===== src/hw/ldb_unit_regs.svh =====
// Purpose: Register offsets, field positions and reset values of the limit unit
// Assumes: 32-bit classic Wishbone, byte addresses, one aligned word per register
// Notes: Registers are at most 16 bits wide in the low half; upper half reads zero
`ifndef LDB_UNIT_REGS_SVH
`define LDB_UNIT_REGS_SVH

// ----------------------------------------
// Offsets
// ----------------------------------------
`define OFS_INPUT 8'h00
`define OFS_PARAM0 8'h04
`define OFS_PARAM1 8'h08
`define OFS_CONTROL 8'h0C
`define OFS_COMMAND 8'h10
`define OFS_OUTPUT 8'h14
`define OFS_FLAGS 8'h18
`define OFS_TARGET 8'h1C
`define OFS_PBAND 8'h20
`define OFS_PERIOD 8'h24
`define OFS_INTERVAL 8'h28
`define OFS_POINTER 8'h2C

// ----------------------------------------
// Fields
// ----------------------------------------
`define CTL_OP_LSB 0
`define CTL_DIR_BIT 2
`define CTL_PTR_BCD_BIT 3
`define CMD_GO_BIT 0
`define FLG_FAULT_BIT 0
`define FLG_CARRY_BIT 1
`define FLG_GT_BIT 2
`define FLG_EQ_BIT 3
`define FLG_LT_BIT 4
`define FLG_NEG_BIT 5

// ----------------------------------------
// Reset values
// ----------------------------------------
`define RST_WORD 16'h0000
`define RST_PBAND 16'h0001
`define RST_PERIOD 16'h0001

`endif


===== src/hw/ldb_pkg.sv =====
// Purpose: Types shared by the limit, dead-band and bias unit
// Assumes: Nothing beyond the register header
// Notes: The whole unit state is one packed struct
package ldb_pkg;

  typedef enum logic [1:0] {
    ST_IDLE = 2'b01,
    ST_RUN = 2'b10
  } state_e;

  typedef enum logic [1:0] {
    OP_LIMIT = 2'b00,
    OP_BAND = 2'b01,
    OP_BIAS = 2'b10,
    OP_CTRL = 2'b11
  } op_e;

  typedef struct packed {
    state_e st;
    logic ack;
    logic [31:0] rdat;
    logic [15:0] in_w;
    logic [15:0] p0;
    logic [15:0] p1;
    logic [15:0] target;
    logic [15:0] pband;
    logic [15:0] period;
    logic [15:0] interval;
    logic [15:0] pointer;
    op_e op;
    logic dir_fwd;
    logic ptr_bcd_en;
    logic [15:0] out_w;
    logic fault;
    logic carry;
    logic gt;
    logic eq;
    logic lt;
    logic neg;
    logic done;
  } state_s;

endpackage


===== src/hw/limit_deadband_bias_unit.sv =====
// Purpose: Signed 16-bit limit clamp, dead-band subtract, bias add and
//          clamped deviation control step with flag reporting, behind Wishbone
// Assumes: Single 20 MHz clock, synchronous active-high reset
// Notes: A write of the go bit is the execution condition; one cycle later
//        the selected operation runs and updates output and flags
//
// Behaviour
// - No execution leaves output and flags untouched; a write of the output register still changes output
// - Operands are signed sixteen-bit two's complement
// - Clamp below lower: output lower, less flag
// - Clamp above upper: output upper, greater flag
// - Clamp inside window: input passes unchanged
// - Band below lower: input minus lower, less
// - Band above upper: input minus upper, greater
// - Band inside window: zero output, equals flag
// - Sums and differences wrap, never saturate
// - Upper below lower limit raises fault
// - Non-BCD pointer in BCD mode raises fault
// - Zero output sets the equals flag
// - Output bit fifteen sets negative flag
// - Out-of-range control parameters raise fault
// - Interval twice sampling period raises fault
// - Carry flag marks an executed control step
// - Control output past limits sets greater/less
// - Forward: output grows as process exceeds target
// - Reverse: output grows as process undercuts target
// - Bias add writes input plus bias
// - Negative takes first bias, positive second
// - Zero input gives zero and equals
//
// Local design decisions: register access over Wishbone and the register offsets.
`timescale 1ns/100ps
`include "ldb_unit_regs.svh"

module limit_deadband_bias_unit (
  input wire logic clk_i,
  input wire logic rst_i,
  input wire logic wb_cyc_i,
  input wire logic wb_stb_i,
  input wire logic wb_we_i,
  input wire logic [7:0] wb_adr_i,
  input wire logic [3:0] wb_sel_i,
  input wire logic [31:0] wb_dat_i,
  output logic [31:0] wb_dat_o,
  output logic wb_ack_o,
  output logic [15:0] result_o,
  output logic fault_flag_o,
  output logic carry_flag_o,
  output logic greater_flag_o,
  output logic zero_result_flag_o,
  output logic less_flag_o,
  output logic negative_flag_o,
  output logic done_o
);

  ldb_pkg::state_s r;
  ldb_pkg::state_s n;

  logic req;
  logic wr;
  logic go;
  logic out_wr;
  logic signed [15:0] in_s;
  logic signed [15:0] lo_s;
  logic signed [15:0] hi_s;
  logic lim_bad;
  logic ptr_fault;
  logic [3:0] ptr_dig_ok;
  logic [3:0] pband_dig_ok;
  logic [3:0] period_dig_ok;
  logic [3:0] ival_dig_ok;
  logic [15:0] period_bin;
  logic [15:0] ival_bin;

  // ----------------------------------------
  // Operand view and checks
  // ----------------------------------------
  assign req = wb_cyc_i & wb_stb_i;
  assign wr = req & wb_we_i & ~r.ack;
  assign go = wr & wb_sel_i[0] & (wb_adr_i == `OFS_COMMAND) & wb_dat_i[`CMD_GO_BIT];
  assign out_wr = wr & (wb_adr_i == `OFS_OUTPUT) & (|wb_sel_i[1:0]);
  assign in_s = $signed(r.in_w);
  assign lo_s = $signed(r.p0);
  assign hi_s = $signed(r.p1);
  assign lim_bad = hi_s < lo_s;
  assign ptr_fault = r.ptr_bcd_en & ~(&ptr_dig_ok);

  genvar g;
  generate
    for (g = 0; g < 4; g++) begin : gen_digit
      assign ptr_dig_ok[g] = r.pointer[4*g+3 -: 4] <= 4'h9;
      assign pband_dig_ok[g] = r.pband[4*g+3 -: 4] <= 4'h9;
      assign period_dig_ok[g] = r.period[4*g+3 -: 4] <= 4'h9;
      assign ival_dig_ok[g] = r.interval[4*g+3 -: 4] <= 4'h9;
    end
  endgenerate

  function automatic logic [15:0] bcd_to_bin(input logic [15:0] v);
    logic [15:0] acc;
    acc = 16'h0000;
    for (int i = 3; i >= 0; i--) begin
      acc = 16'(acc * 16'h000A) + {12'h000, v[4*i+3 -: 4]};
    end
    return acc;
  endfunction

  function automatic logic [15:0] merge16(input logic [15:0] old, input logic [31:0] d,
                                          input logic [3:0] sel);
    return {sel[1] ? d[15:8] : old[15:8], sel[0] ? d[7:0] : old[7:0]};
  endfunction

  assign period_bin = bcd_to_bin(r.period);
  assign ival_bin = bcd_to_bin(r.interval);

  // ----------------------------------------
  // Next state
  // ----------------------------------------
  always_comb begin
    logic signed [15:0] res;
    logic signed [15:0] dev;
    logic c_gt;
    logic c_lt;
    logic c_eq;
    logic bad;
    res = in_s;
    dev = 16'sh0000;
    c_gt = 1'b0;
    c_lt = 1'b0;
    c_eq = 1'b0;
    bad = 1'b0;
    n = r;
    n.done = 1'b0;
    n.ack = 1'b0;

    // Registered ack: one wait state, ack drops the cycle after it is given
    if (req && !r.ack) begin
      n.ack = 1'b1;
      unique case (wb_adr_i)
        `OFS_INPUT: n.rdat = {16'h0000, r.in_w};
        `OFS_PARAM0: n.rdat = {16'h0000, r.p0};
        `OFS_PARAM1: n.rdat = {16'h0000, r.p1};
        `OFS_CONTROL: n.rdat = {28'h0000000, r.ptr_bcd_en, r.dir_fwd, r.op};
        `OFS_OUTPUT: n.rdat = {16'h0000, r.out_w};
        `OFS_FLAGS: n.rdat = {26'h0000000, r.neg, r.lt, r.eq, r.gt, r.carry, r.fault};
        `OFS_TARGET: n.rdat = {16'h0000, r.target};
        `OFS_PBAND: n.rdat = {16'h0000, r.pband};
        `OFS_PERIOD: n.rdat = {16'h0000, r.period};
        `OFS_INTERVAL: n.rdat = {16'h0000, r.interval};
        `OFS_POINTER: n.rdat = {16'h0000, r.pointer};
        default: n.rdat = 32'h00000000;
      endcase
    end
    if (wr) begin
      unique case (wb_adr_i)
        `OFS_INPUT: n.in_w = merge16(r.in_w, wb_dat_i, wb_sel_i);
        `OFS_PARAM0: n.p0 = merge16(r.p0, wb_dat_i, wb_sel_i);
        `OFS_PARAM1: n.p1 = merge16(r.p1, wb_dat_i, wb_sel_i);
        `OFS_CONTROL: begin
          if (wb_sel_i[0]) begin
            n.op = ldb_pkg::op_e'(wb_dat_i[`CTL_OP_LSB +: 2]);
            n.dir_fwd = wb_dat_i[`CTL_DIR_BIT];
            n.ptr_bcd_en = wb_dat_i[`CTL_PTR_BCD_BIT];
          end
        end
        // Manual write of the output word while nothing executes
        `OFS_OUTPUT: n.out_w = merge16(r.out_w, wb_dat_i, wb_sel_i);
        `OFS_TARGET: n.target = merge16(r.target, wb_dat_i, wb_sel_i);
        `OFS_PBAND: n.pband = merge16(r.pband, wb_dat_i, wb_sel_i);
        `OFS_PERIOD: n.period = merge16(r.period, wb_dat_i, wb_sel_i);
        `OFS_INTERVAL: n.interval = merge16(r.interval, wb_dat_i, wb_sel_i);
        `OFS_POINTER: n.pointer = merge16(r.pointer, wb_dat_i, wb_sel_i);
        default: n.rdat = n.rdat;
      endcase
    end

    unique case (r.st)
      ldb_pkg::ST_IDLE: begin
        // Without the go strobe nothing below runs and flags hold; output changes only by an output register write
        if (go) begin
          n.st = ldb_pkg::ST_RUN;
        end
      end
      ldb_pkg::ST_RUN: begin
        n.st = ldb_pkg::ST_IDLE;
        n.done = 1'b1;
        unique case (r.op)
          ldb_pkg::OP_LIMIT: begin
            bad = lim_bad;
            if (in_s < lo_s) begin
              res = lo_s;
              c_lt = 1'b1;
            end else if (in_s > hi_s) begin
              res = hi_s;
              c_gt = 1'b1;
            end else begin
              res = in_s;
            end
          end
          ldb_pkg::OP_BAND: begin
            bad = lim_bad;
            if (in_s < lo_s) begin
              res = in_s - lo_s;
              c_lt = 1'b1;
            end else if (in_s > hi_s) begin
              res = in_s - hi_s;
              c_gt = 1'b1;
            end else begin
              res = 16'sh0000;
              c_eq = 1'b1;
            end
          end
          ldb_pkg::OP_BIAS: begin
            bad = lim_bad;
            if (in_s < 16'sh0000) begin
              res = in_s + lo_s;
              c_lt = 1'b1;
            end else if (in_s > 16'sh0000) begin
              res = in_s + hi_s;
              c_gt = 1'b1;
            end else begin
              res = 16'sh0000;
              c_eq = 1'b1;
            end
          end
          ldb_pkg::OP_CTRL: begin
            bad = lim_bad | ~(&pband_dig_ok) | (r.pband == 16'h0000)
                  | ~(&period_dig_ok) | (r.period == 16'h0000)
                  | ~(&ival_dig_ok);
            // Forward acts on process minus target, reverse on the opposite
            dev = r.dir_fwd ? in_s - $signed(r.target)
                            : $signed(r.target) - in_s;
            if (dev > hi_s) begin
              res = hi_s;
              c_gt = 1'b1;
            end else if (dev < lo_s) begin
              res = lo_s;
              c_lt = 1'b1;
            end else begin
              res = dev;
            end
          end
        endcase
        bad = bad | ptr_fault;
        if (bad) begin
          // A rejected run keeps the output word and reports only the fault
          n.fault = 1'b1;
          n.carry = 1'b0;
          n.gt = 1'b0;
          n.eq = 1'b0;
          n.lt = 1'b0;
          n.neg = 1'b0;
        end else begin
          n.out_w = res;
          n.gt = c_gt;
          n.lt = c_lt;
          n.eq = c_eq | (res == 16'sh0000);
          n.neg = res[15];
          n.carry = r.op == ldb_pkg::OP_CTRL;
          // Late sampling still runs the step but is reported as a fault
          n.fault = (r.op == ldb_pkg::OP_CTRL)
                    && (ival_bin >= 16'(period_bin * 16'h0002));
        end
      end
      default: n.st = ldb_pkg::ST_IDLE;
    endcase
  end

  always_ff @(posedge clk_i) begin
    if (rst_i) begin
      r <= '0;
      r.st <= ldb_pkg::ST_IDLE;
      r.op <= ldb_pkg::OP_LIMIT;
      r.pband <= `RST_PBAND;
      r.period <= `RST_PERIOD;
      r.out_w <= `RST_WORD;
    end else begin
      r <= n;
    end
  end

  assign wb_dat_o = r.rdat;
  assign wb_ack_o = r.ack;
  assign result_o = r.out_w;
  assign fault_flag_o = r.fault;
  assign carry_flag_o = r.carry;
  assign greater_flag_o = r.gt;
  assign zero_result_flag_o = r.eq;
  assign less_flag_o = r.lt;
  assign negative_flag_o = r.neg;
  assign done_o = r.done;

  logic run;
  logic ok_run;
  logic ctrl_bad;
  assign run = r.st == ldb_pkg::ST_RUN;
  assign ok_run = run & ~lim_bad & ~ptr_fault & (r.op != ldb_pkg::OP_CTRL);
  // Worked out apart from the fault flag, so a carry on a rejected step is caught
  assign ctrl_bad = ~(&pband_dig_ok) | (r.pband == 16'h0000) | ~(&period_dig_ok)
                    | (r.period == 16'h0000) | ~(&ival_dig_ok);
endmodule


===== config.mk =====
export PLATFORM = sky130hd
export DESIGN_NAME = limit_deadband_bias_unit
export DESIGN_NICKNAME = d
export VERILOG_FILES = /design/src/hw/ldb_pkg.sv /design/src/hw/limit_deadband_bias_unit.sv
export VERILOG_INCLUDE_DIRS = /design/src /design/src/hw
export SDC_FILE = /design/constraint.sdc
export NUM_CORES = 1
export LEC_CHECK = 0
export BUFFER_PORTS_ARGS = -buffer_cell sky130_fd_sc_hd__buf_2
export CORE_MARGIN = 2
export CORE_UTILIZATION = 55
export DETAILED_ROUTE_END_ITERATION = 7
export PLACE_DENSITY = 0.73
export SYNTH_ARGS = -nofsm -noshare
export SYNTH_HDL_FRONTEND = slang
export SYNTH_SLANG_ARGS = --single-unit

===== constraint.sdc =====
create_clock -name clk_i -period 7 [get_ports clk_i]
set_input_delay 0.7 -clock clk_i [delete_from_list [all_inputs] [get_ports clk_i]]
set_output_delay 0.7 -clock clk_i [all_outputs]
set_load 0.03 [all_outputs]

==> results of run 1 <==
worst max-delay path by stage:
stage               start      endpoint  slack (ns)
finish              r[56]  fault_flag_o        0.44
global route        r[56]  fault_flag_o       -0.03
CTS                 r[57]  fault_flag_o        0.30
detailed placement  r[57]  fault_flag_o        0.33
global placement    r[57]  fault_flag_o        0.45
floorplan           r[58]  fault_flag_o        1.08
final cells by class:
type                    instances  area, sq um
fillers                      3047        13300
clock inverters                13          165
repair buffers                110          653
clock buffers                  18          429
inverters                     167          627
flip-flops and latches        174         3490
well taps                     442          553
multi-input cells            1924        13400
cell families (layout without fill, tap and decap cells):
kind of cell               after synthesis  in the layout  share of synthesized area
buffers and inverters                  353            308                     0.0830
and+or+nand+nor                        759            759                      0.198
adders and majority gates              270            270                      0.192
DFF                                    174            174                      0.190
other                                    1             17                   0.000205
AOI/OAI and AO/OA                      731            731                      0.265
xor gates and xnor gates               141            141                     0.0682
muxes                                    6              6                    0.00349
registers in the layout, summed over array words and instances (netlist names):
name / flops
r: 86
hi_s: 16
in_s: 16
lo_s: 16
result_o: 16
wb_dat_o: 16
carry_flag_o: 1
done_o: 1
fault_flag_o: 1
greater_flag_o: 1
less_flag_o: 1
negative_flag_o: 1
wb_ack_o: 1
zero_result_flag_o: 1
critical path: cells and delay by family (launching register included):
family,cells,cell delay [ns]
xor+xnor,4,1.03
fa+ha+maj,8,2.59
simple gates,3,0.71
flops,1,0.37
compound gates,10,1.51
buf+inv,2,0.27
Yosys cell counts, drive strengths merged (20+ instances only):
cell / number
a221oi: 36
and3: 28
nand4: 29
ha: 251
buf: 69
o21bai: 21
nor3: 38
a22o: 20
a22oi: 24
a31oi: 34
xor2: 43
a21oi: 273
dfxtp: 174
nor2: 135
nand3: 149
clkbuf: 117
nand2: 256
a21o: 38
o21ai: 76
inv: 167
a211oi: 39
nor2b: 27
xnor2: 97
placed cells by master, fill, tap and decap left out, types with 8 or more instances in the layout:
cell / instances
nor2b_1: 27
dfxtp_1: 168
buf_4: 41
o31ai_1: 19
xnor2_1: 95
a211oi_1: 38
a21boi_0: 9
nand3_1: 149
o221ai_1: 8
o211ai_1: 19
or3_1: 9
a21oi_1: 269
xor2_1: 41
inv_1: 167
and3_1: 26
a22o_1: 20
ha_1: 251
buf_2: 69
and2_1: 10
nor4_1: 16
a221oi_1: 36
nand2_1: 256
o21a_1: 19
nand4_1: 28
nand2b_1: 17
a31oi_1: 34
o21bai_1: 20
fa_1: 18
nor3_1: 38
nor2_1: 127
o21ai_0: 72
a21o_1: 38
nor2_2: 8
a222oi_1: 14
clkbuf_16: 17
a22oi_1: 24
nor3b_1: 8
nand3b_1: 10
conb_1: 17
layer usage:
| layer | share of wire | wire [um] | up-vias | GRT usage |
|---|---|---|---|---|
| met5 | 0 | 0 | - | 0 |
| met4 | 0.057 | 3680 | 0 | 0.178 |
| met3 | 0.12 | 7470 | 243 | 0.0713 |
| met2 | 0.43 | 28000 | 1172 | 0.557 |
| met1 | 0.40 | 25800 | 8833 | 0.483 |
| li1 | - | - | 8698 | - |
stage by stage:
step | instances | hold WS (ns)
2_1_floorplan | 2451 | 0.436
4_1_cts | 2848 | 0.460
3_5_place_dp | 2817 | 0.452
5_1_grt | 2848 | 0.482
3_3_place_gp | 2817 | 0.445
6_report | 2848 | 0.458
power groups by stage:
stage               registers [mW]  clock network (mW)  logic [mW]
floorplan                     1.01                   0      0.0708
global placement              1.01                   0      0.0939
detailed placement            1.01                   0      0.0945
CTS                          0.990               0.976      0.0947
global route                 0.990                1.02       0.103
finish                       0.990               0.976      0.0988
what timing repair did:
action	in CTS	in global routing
resized for setup	0	18
endpoints found under the setup margin	0	1
endpoints found under the hold margin	0	0
hold buffers	0	0
==> results.yml, run 1 <==
cells_and_area:
  drive_gt1_frac: 0.0786
  diodes: 0
  final_util: 0.593
  fin_nets: 2712
  area_growth_pct: 5.76
  fin_area_sq_um: 19400
detailed_routing:
  wl_mm: 64.9
  num_vias: 18900
  ant_nets: 0
  wire_per_inst_um: 22.8
  first_iter_violations: 2506
  viasPerCell: 6.65
  drtPass1Iterations: 7
  remaining_drc_errors: 0
timing:
  setup_ws_ns: 0.440
  max_freq_ghz: 0.152
  tightestPinTransition_ns: 1.17
  finalCriticalPeriod_ns: 6.56
  setup_viol: 0
  slew_viol_final: 0
  clock_skew_ns: 0.00883
  fin_setup_tns_ns: 0
  hold_viol: 0
  fin_crit_sh: 0.937
  slew_headroom: 0.217
floorplanning:
  die_y_um: 186
  ioPinCount: 105
  rows: 66
  coreArea_sq_um: 32600
  die-area_sq_um: 34800
  fp.dieW_um: 186
  start_util: 0.561
global_route:
  grt_max_degree: 103
  antenna_found_initial: 0
  gr-total-overflow: 0
  grt_pass1_vias: 17500
  grt_pass1_wl_mm: 99.3
  grt_usage: 0.361
power_and_ir_drop:
  combPwrFrac: 0.048
  total_power_mw: 2.07
  switching_share: 0.239
  cellPowerDensity_nw_per_um2: 107
  p_int_mw: 1.57
  pwr-share-clk: 0.473
  p_seq_frac: 0.480
  ir_drop_mv: 0.156
  total_leakage_power_nw: 8.06
  switchingPower_uw: 494
placed_design:
  dp_slack_ns: 0.329
  hpwl_mm: 49.3
  gp_congestion: 1.06
  port_buffers: 70
  dpl_cell_area_sq_um: 18700
clocking:
  path_clk_slew_ns: 0.07
  cts_buffers: 17
  clockBufferDepth: 2
  tritoncts: "yes"
  htreeDepth: 4
  cts_root_buffer: "clkbuf_16"
  post_cts_buffers: 0
  clock_latency_ns: 0.44
  clock_sinks: 174
synth:
  synth-seq-cells: 174
  synth_area_leaders: "dfxtp_1 19%, ha_1 17%, a21oi_1 7.4%, nand2_1 5.3%, xnor2_1 4.6%"
  synth_top_area_share: 0.190
  seq_area_frac_synth: 0.190
  synth_top_flop_cell: "dfxtp_1"
  syn_area_per_cell_sq_um: 7.52
  synth.distinct_cells: 89
  yosysWarningCount: 0
  synth_edf_count: 0
  syn-cell-area_sq_um: 18300
  synth_top_area_cell: "dfxtp_1"
  async_reset_ff_frac: 0
  syn_inst: 2435
run_status:
  status: "finished clean"
worst_setup_path:
  reg2reg_setup_slack_ns: 0.44
  cp_slowest_cell: "or3b_2"
  path_class: "reg -> reg"
  r2r_end: "fault_flag_o"
  worst_path_most_repeated_cell: "ha_1"
  endpoint_kind: "register"
  r2r_cells: 27
  crit_path_max_incr_delay_ns: 0.51
  crit_fanout: 6
  worstPathArrival_ns: 6.90
  start_kind: "register"
  worst_ep_required_time_ns: 7.34
  r2r_start: "r[56]"
hold_path:
  worstHoldStart: "r[35]"
  hold_end: "r[35]"
  hold_depth: 2
  min_path_type: "reg -> reg"
job:
  max-cap-violations: 0
(Power assumes the default switching activity.)
==> run 2, diff against run 1 <==
--- a/config.mk
+++ b/config.mk
@@ -7,7 +7,7 @@
 export NUM_CORES = 1
 export LEC_CHECK = 0
 export BUFFER_PORTS_ARGS = -buffer_cell sky130_fd_sc_hd__buf_2
-export CORE_MARGIN = 2
+export CORE_MARGIN = 4
 export CORE_UTILIZATION = 55
 export DETAILED_ROUTE_END_ITERATION = 7
 export PLACE_DENSITY = 0.73
==> run 2 against run 1 <==
  * The flow now finishes with violations (design-rule violations)
  * Critical path depth decreased by 5
  * Register-to-register slack got worse by 0.20 ns
  * Sequential share of layout area about the same
  * Critical path type unchanged
  * Clock-buffer cell count shrank 1
  * Cell count grew 0.14%
  * Via count down 0.13%
  * Flip-flop and latch count did not move
  * Global-route usage decreased by 1.7 points
  * Wire length grew 0.62%
  * Maximum frequency down 3.0%
  * Hold slack gained 0.0067 ns
  * Final area about the same
==> results.yml, run 2 (synthesis results as in run 1) <==
timing:
  max_freq_ghz: 0.148
  finalCriticalPeriod_ns: 6.76
  fin_setup_tns_ns: 0
  slew_headroom: 0.335
  hold_ws_ns: 0.465
  hold_viol: 0
  tightestPinTransition_ns: 0.994
  clock_skew_ns: 0.0149
  fin_crit_sh: 0.966
  slew_viol_final: 0
  setup_viol: 0
cells_and_area:
  diodes: 0
  largest-register: "r"
  final_util: 0.592
  largest_register_ffs: 86
  drive_gt1_frac: 0.0784
  fin_nets: 2715
  layout_common_cells: "269 x a21oi_1, 256 x nand2_1, 251 x ha_1"
  final_common_cell: "a21oi_1"
  area_growth_pct: 5.75
  stdcell_count: 2852
clocking:
  path_clk_slew_ns: 0.08
  cts_buffers: 17
  hold_buffers: 0
  tritoncts: "yes"
  post_cts_buffers: 0
  clockBufferDepth: 2
  htreeDepth: 4
  clock_sinks: 174
  cts_resized: 0
  cts_root_buffer: "clkbuf_16"
  clock_latency_ns: 0.44
power_and_ir_drop:
  ir_drop_mv: 0.133
  cellPowerDensity_nw_per_um2: 105
  total_leakage_power_nw: 8.07
floorplanning:
  start_util: 0.560
  die-area_sq_um: 36300
  rows: 66
  ioPinCount: 105
  die_y_um: 190
  fp.dieW_um: 190
  coreArea_sq_um: 32700
detailed_routing:
  wl_mm: 65.3
  wire_per_inst_um: 22.9
  remaining_drc_errors: 2
  viasPerCell: 6.63
  drtPass1Iterations: 8
  first_iter_violations: 2593
  ant_nets: 0
  num_vias: 18900
global_route:
  gr-total-overflow: 0
  grt_max_degree: 90
  antenna_found_initial: 0
  grt_usage: 0.344
  grt_pass1_vias: 17300
  grt_pass1_wl_mm: 98.7
worst_setup_path:
  worst_ep_required_time_ns: 7.39
  endpoint_kind: "register"
  worstPathArrival_ns: 7.16
  crit_fanout: 10
  start_kind: "register"
  path_class: "reg -> reg"
placed_design:
  gp_congestion: 1.01
  hpwl_mm: 49.9
  port_buffers: 70
  dp.cells: 2820
run_status:
  status: "complete, but fails checks"
  violations: "design-rule violations"
job:
  max-cap-violations: 0
hold_path:
  min_path_type: "reg -> reg"
==> run 2: cell types whose count changed in the layout (fill, tap and decap cells not counted), sizes merged <==
| cell | change |
|---|---|
| clkinvlp | -2 |
| clkinv | +3 |
| buf | +3 |
| inv | +4 |
| bufinv | -3 |
| clkbuf | -1 |
==> run 2: final timing paths <==
path                              start                 end  slack (ns)  depth (start not counted)
worst max register to register  in_s[0]  zero_result_flag_o        0.24                         22
worst min-delay path              r[39]               r[39]        0.46                          2
worst max-delay path            in_s[0]  zero_result_flag_o        0.24                         22
worst min register to register    r[39]               r[39]        0.46                          2
==> run 2: per-stage QoR <==
| stage | power [mW] | worst slack, ns | area, sq um |
|---|---|---|---|
| floorplan | 1.08 | 1.08 | 18400 |
| global placement | 1.11 | 0.449 | 18700 |
| detailed placement | 1.11 | 0.358 | 18700 |
| CTS | 2.03 | 0.355 | 19300 |
| global route | 2.09 | -0.0238 | 19400 |
| finish | 2.04 | 0.236 | 19400 |
==> run 2: worst max-delay path, cell delays in order, from the launching register on <==
cell	delay [ns]
dfxtp_1	0.70
inv_1	0.22
ha_1	0.24
inv_1	0.06
fa_1	0.19
nand3_1	0.10
and3_1	0.19
a31oi_1	0.26
a22oi_1	0.18
o21ai_0	0.29
xor2_1	0.40
ha_1	0.32
nand4_2	0.19
nor3_1	0.13
or2_4	0.27
or4b_4	0.53
and3_1	0.43
a221oi_1	0.37
o21ai_0	0.16
o32ai_1	0.59
nand4_1	0.40
and4bb_1	0.36
a31o_1	0.14
==> run 2: cell type report <==
class                   instances  area (sq um)
repair buffers                113           676
clock buffers                  17           425
well taps                     442           553
clock inverters                15           165
multi-input cells            1924         13400
fillers                      3086         13300
inverters                     167           627
flip-flops and latches        174          3490
==> run 2: where the power goes <==
part,switching [mW],total (mW),internal [mW]
sequential,0.000423,0.990,0.989
clock,0.471,0.950,0.479
combinational,0.0805,0.101,0.0201
==> run 2: routing by layer <==
layer	GRT usage	vias up	share of wire
met5	0	-	0
met4	0.171	0	0.059
met3	0.0727	241	0.11
met2	0.525	1146	0.43
met1	0.461	8834	0.40
li1	-	8700	-
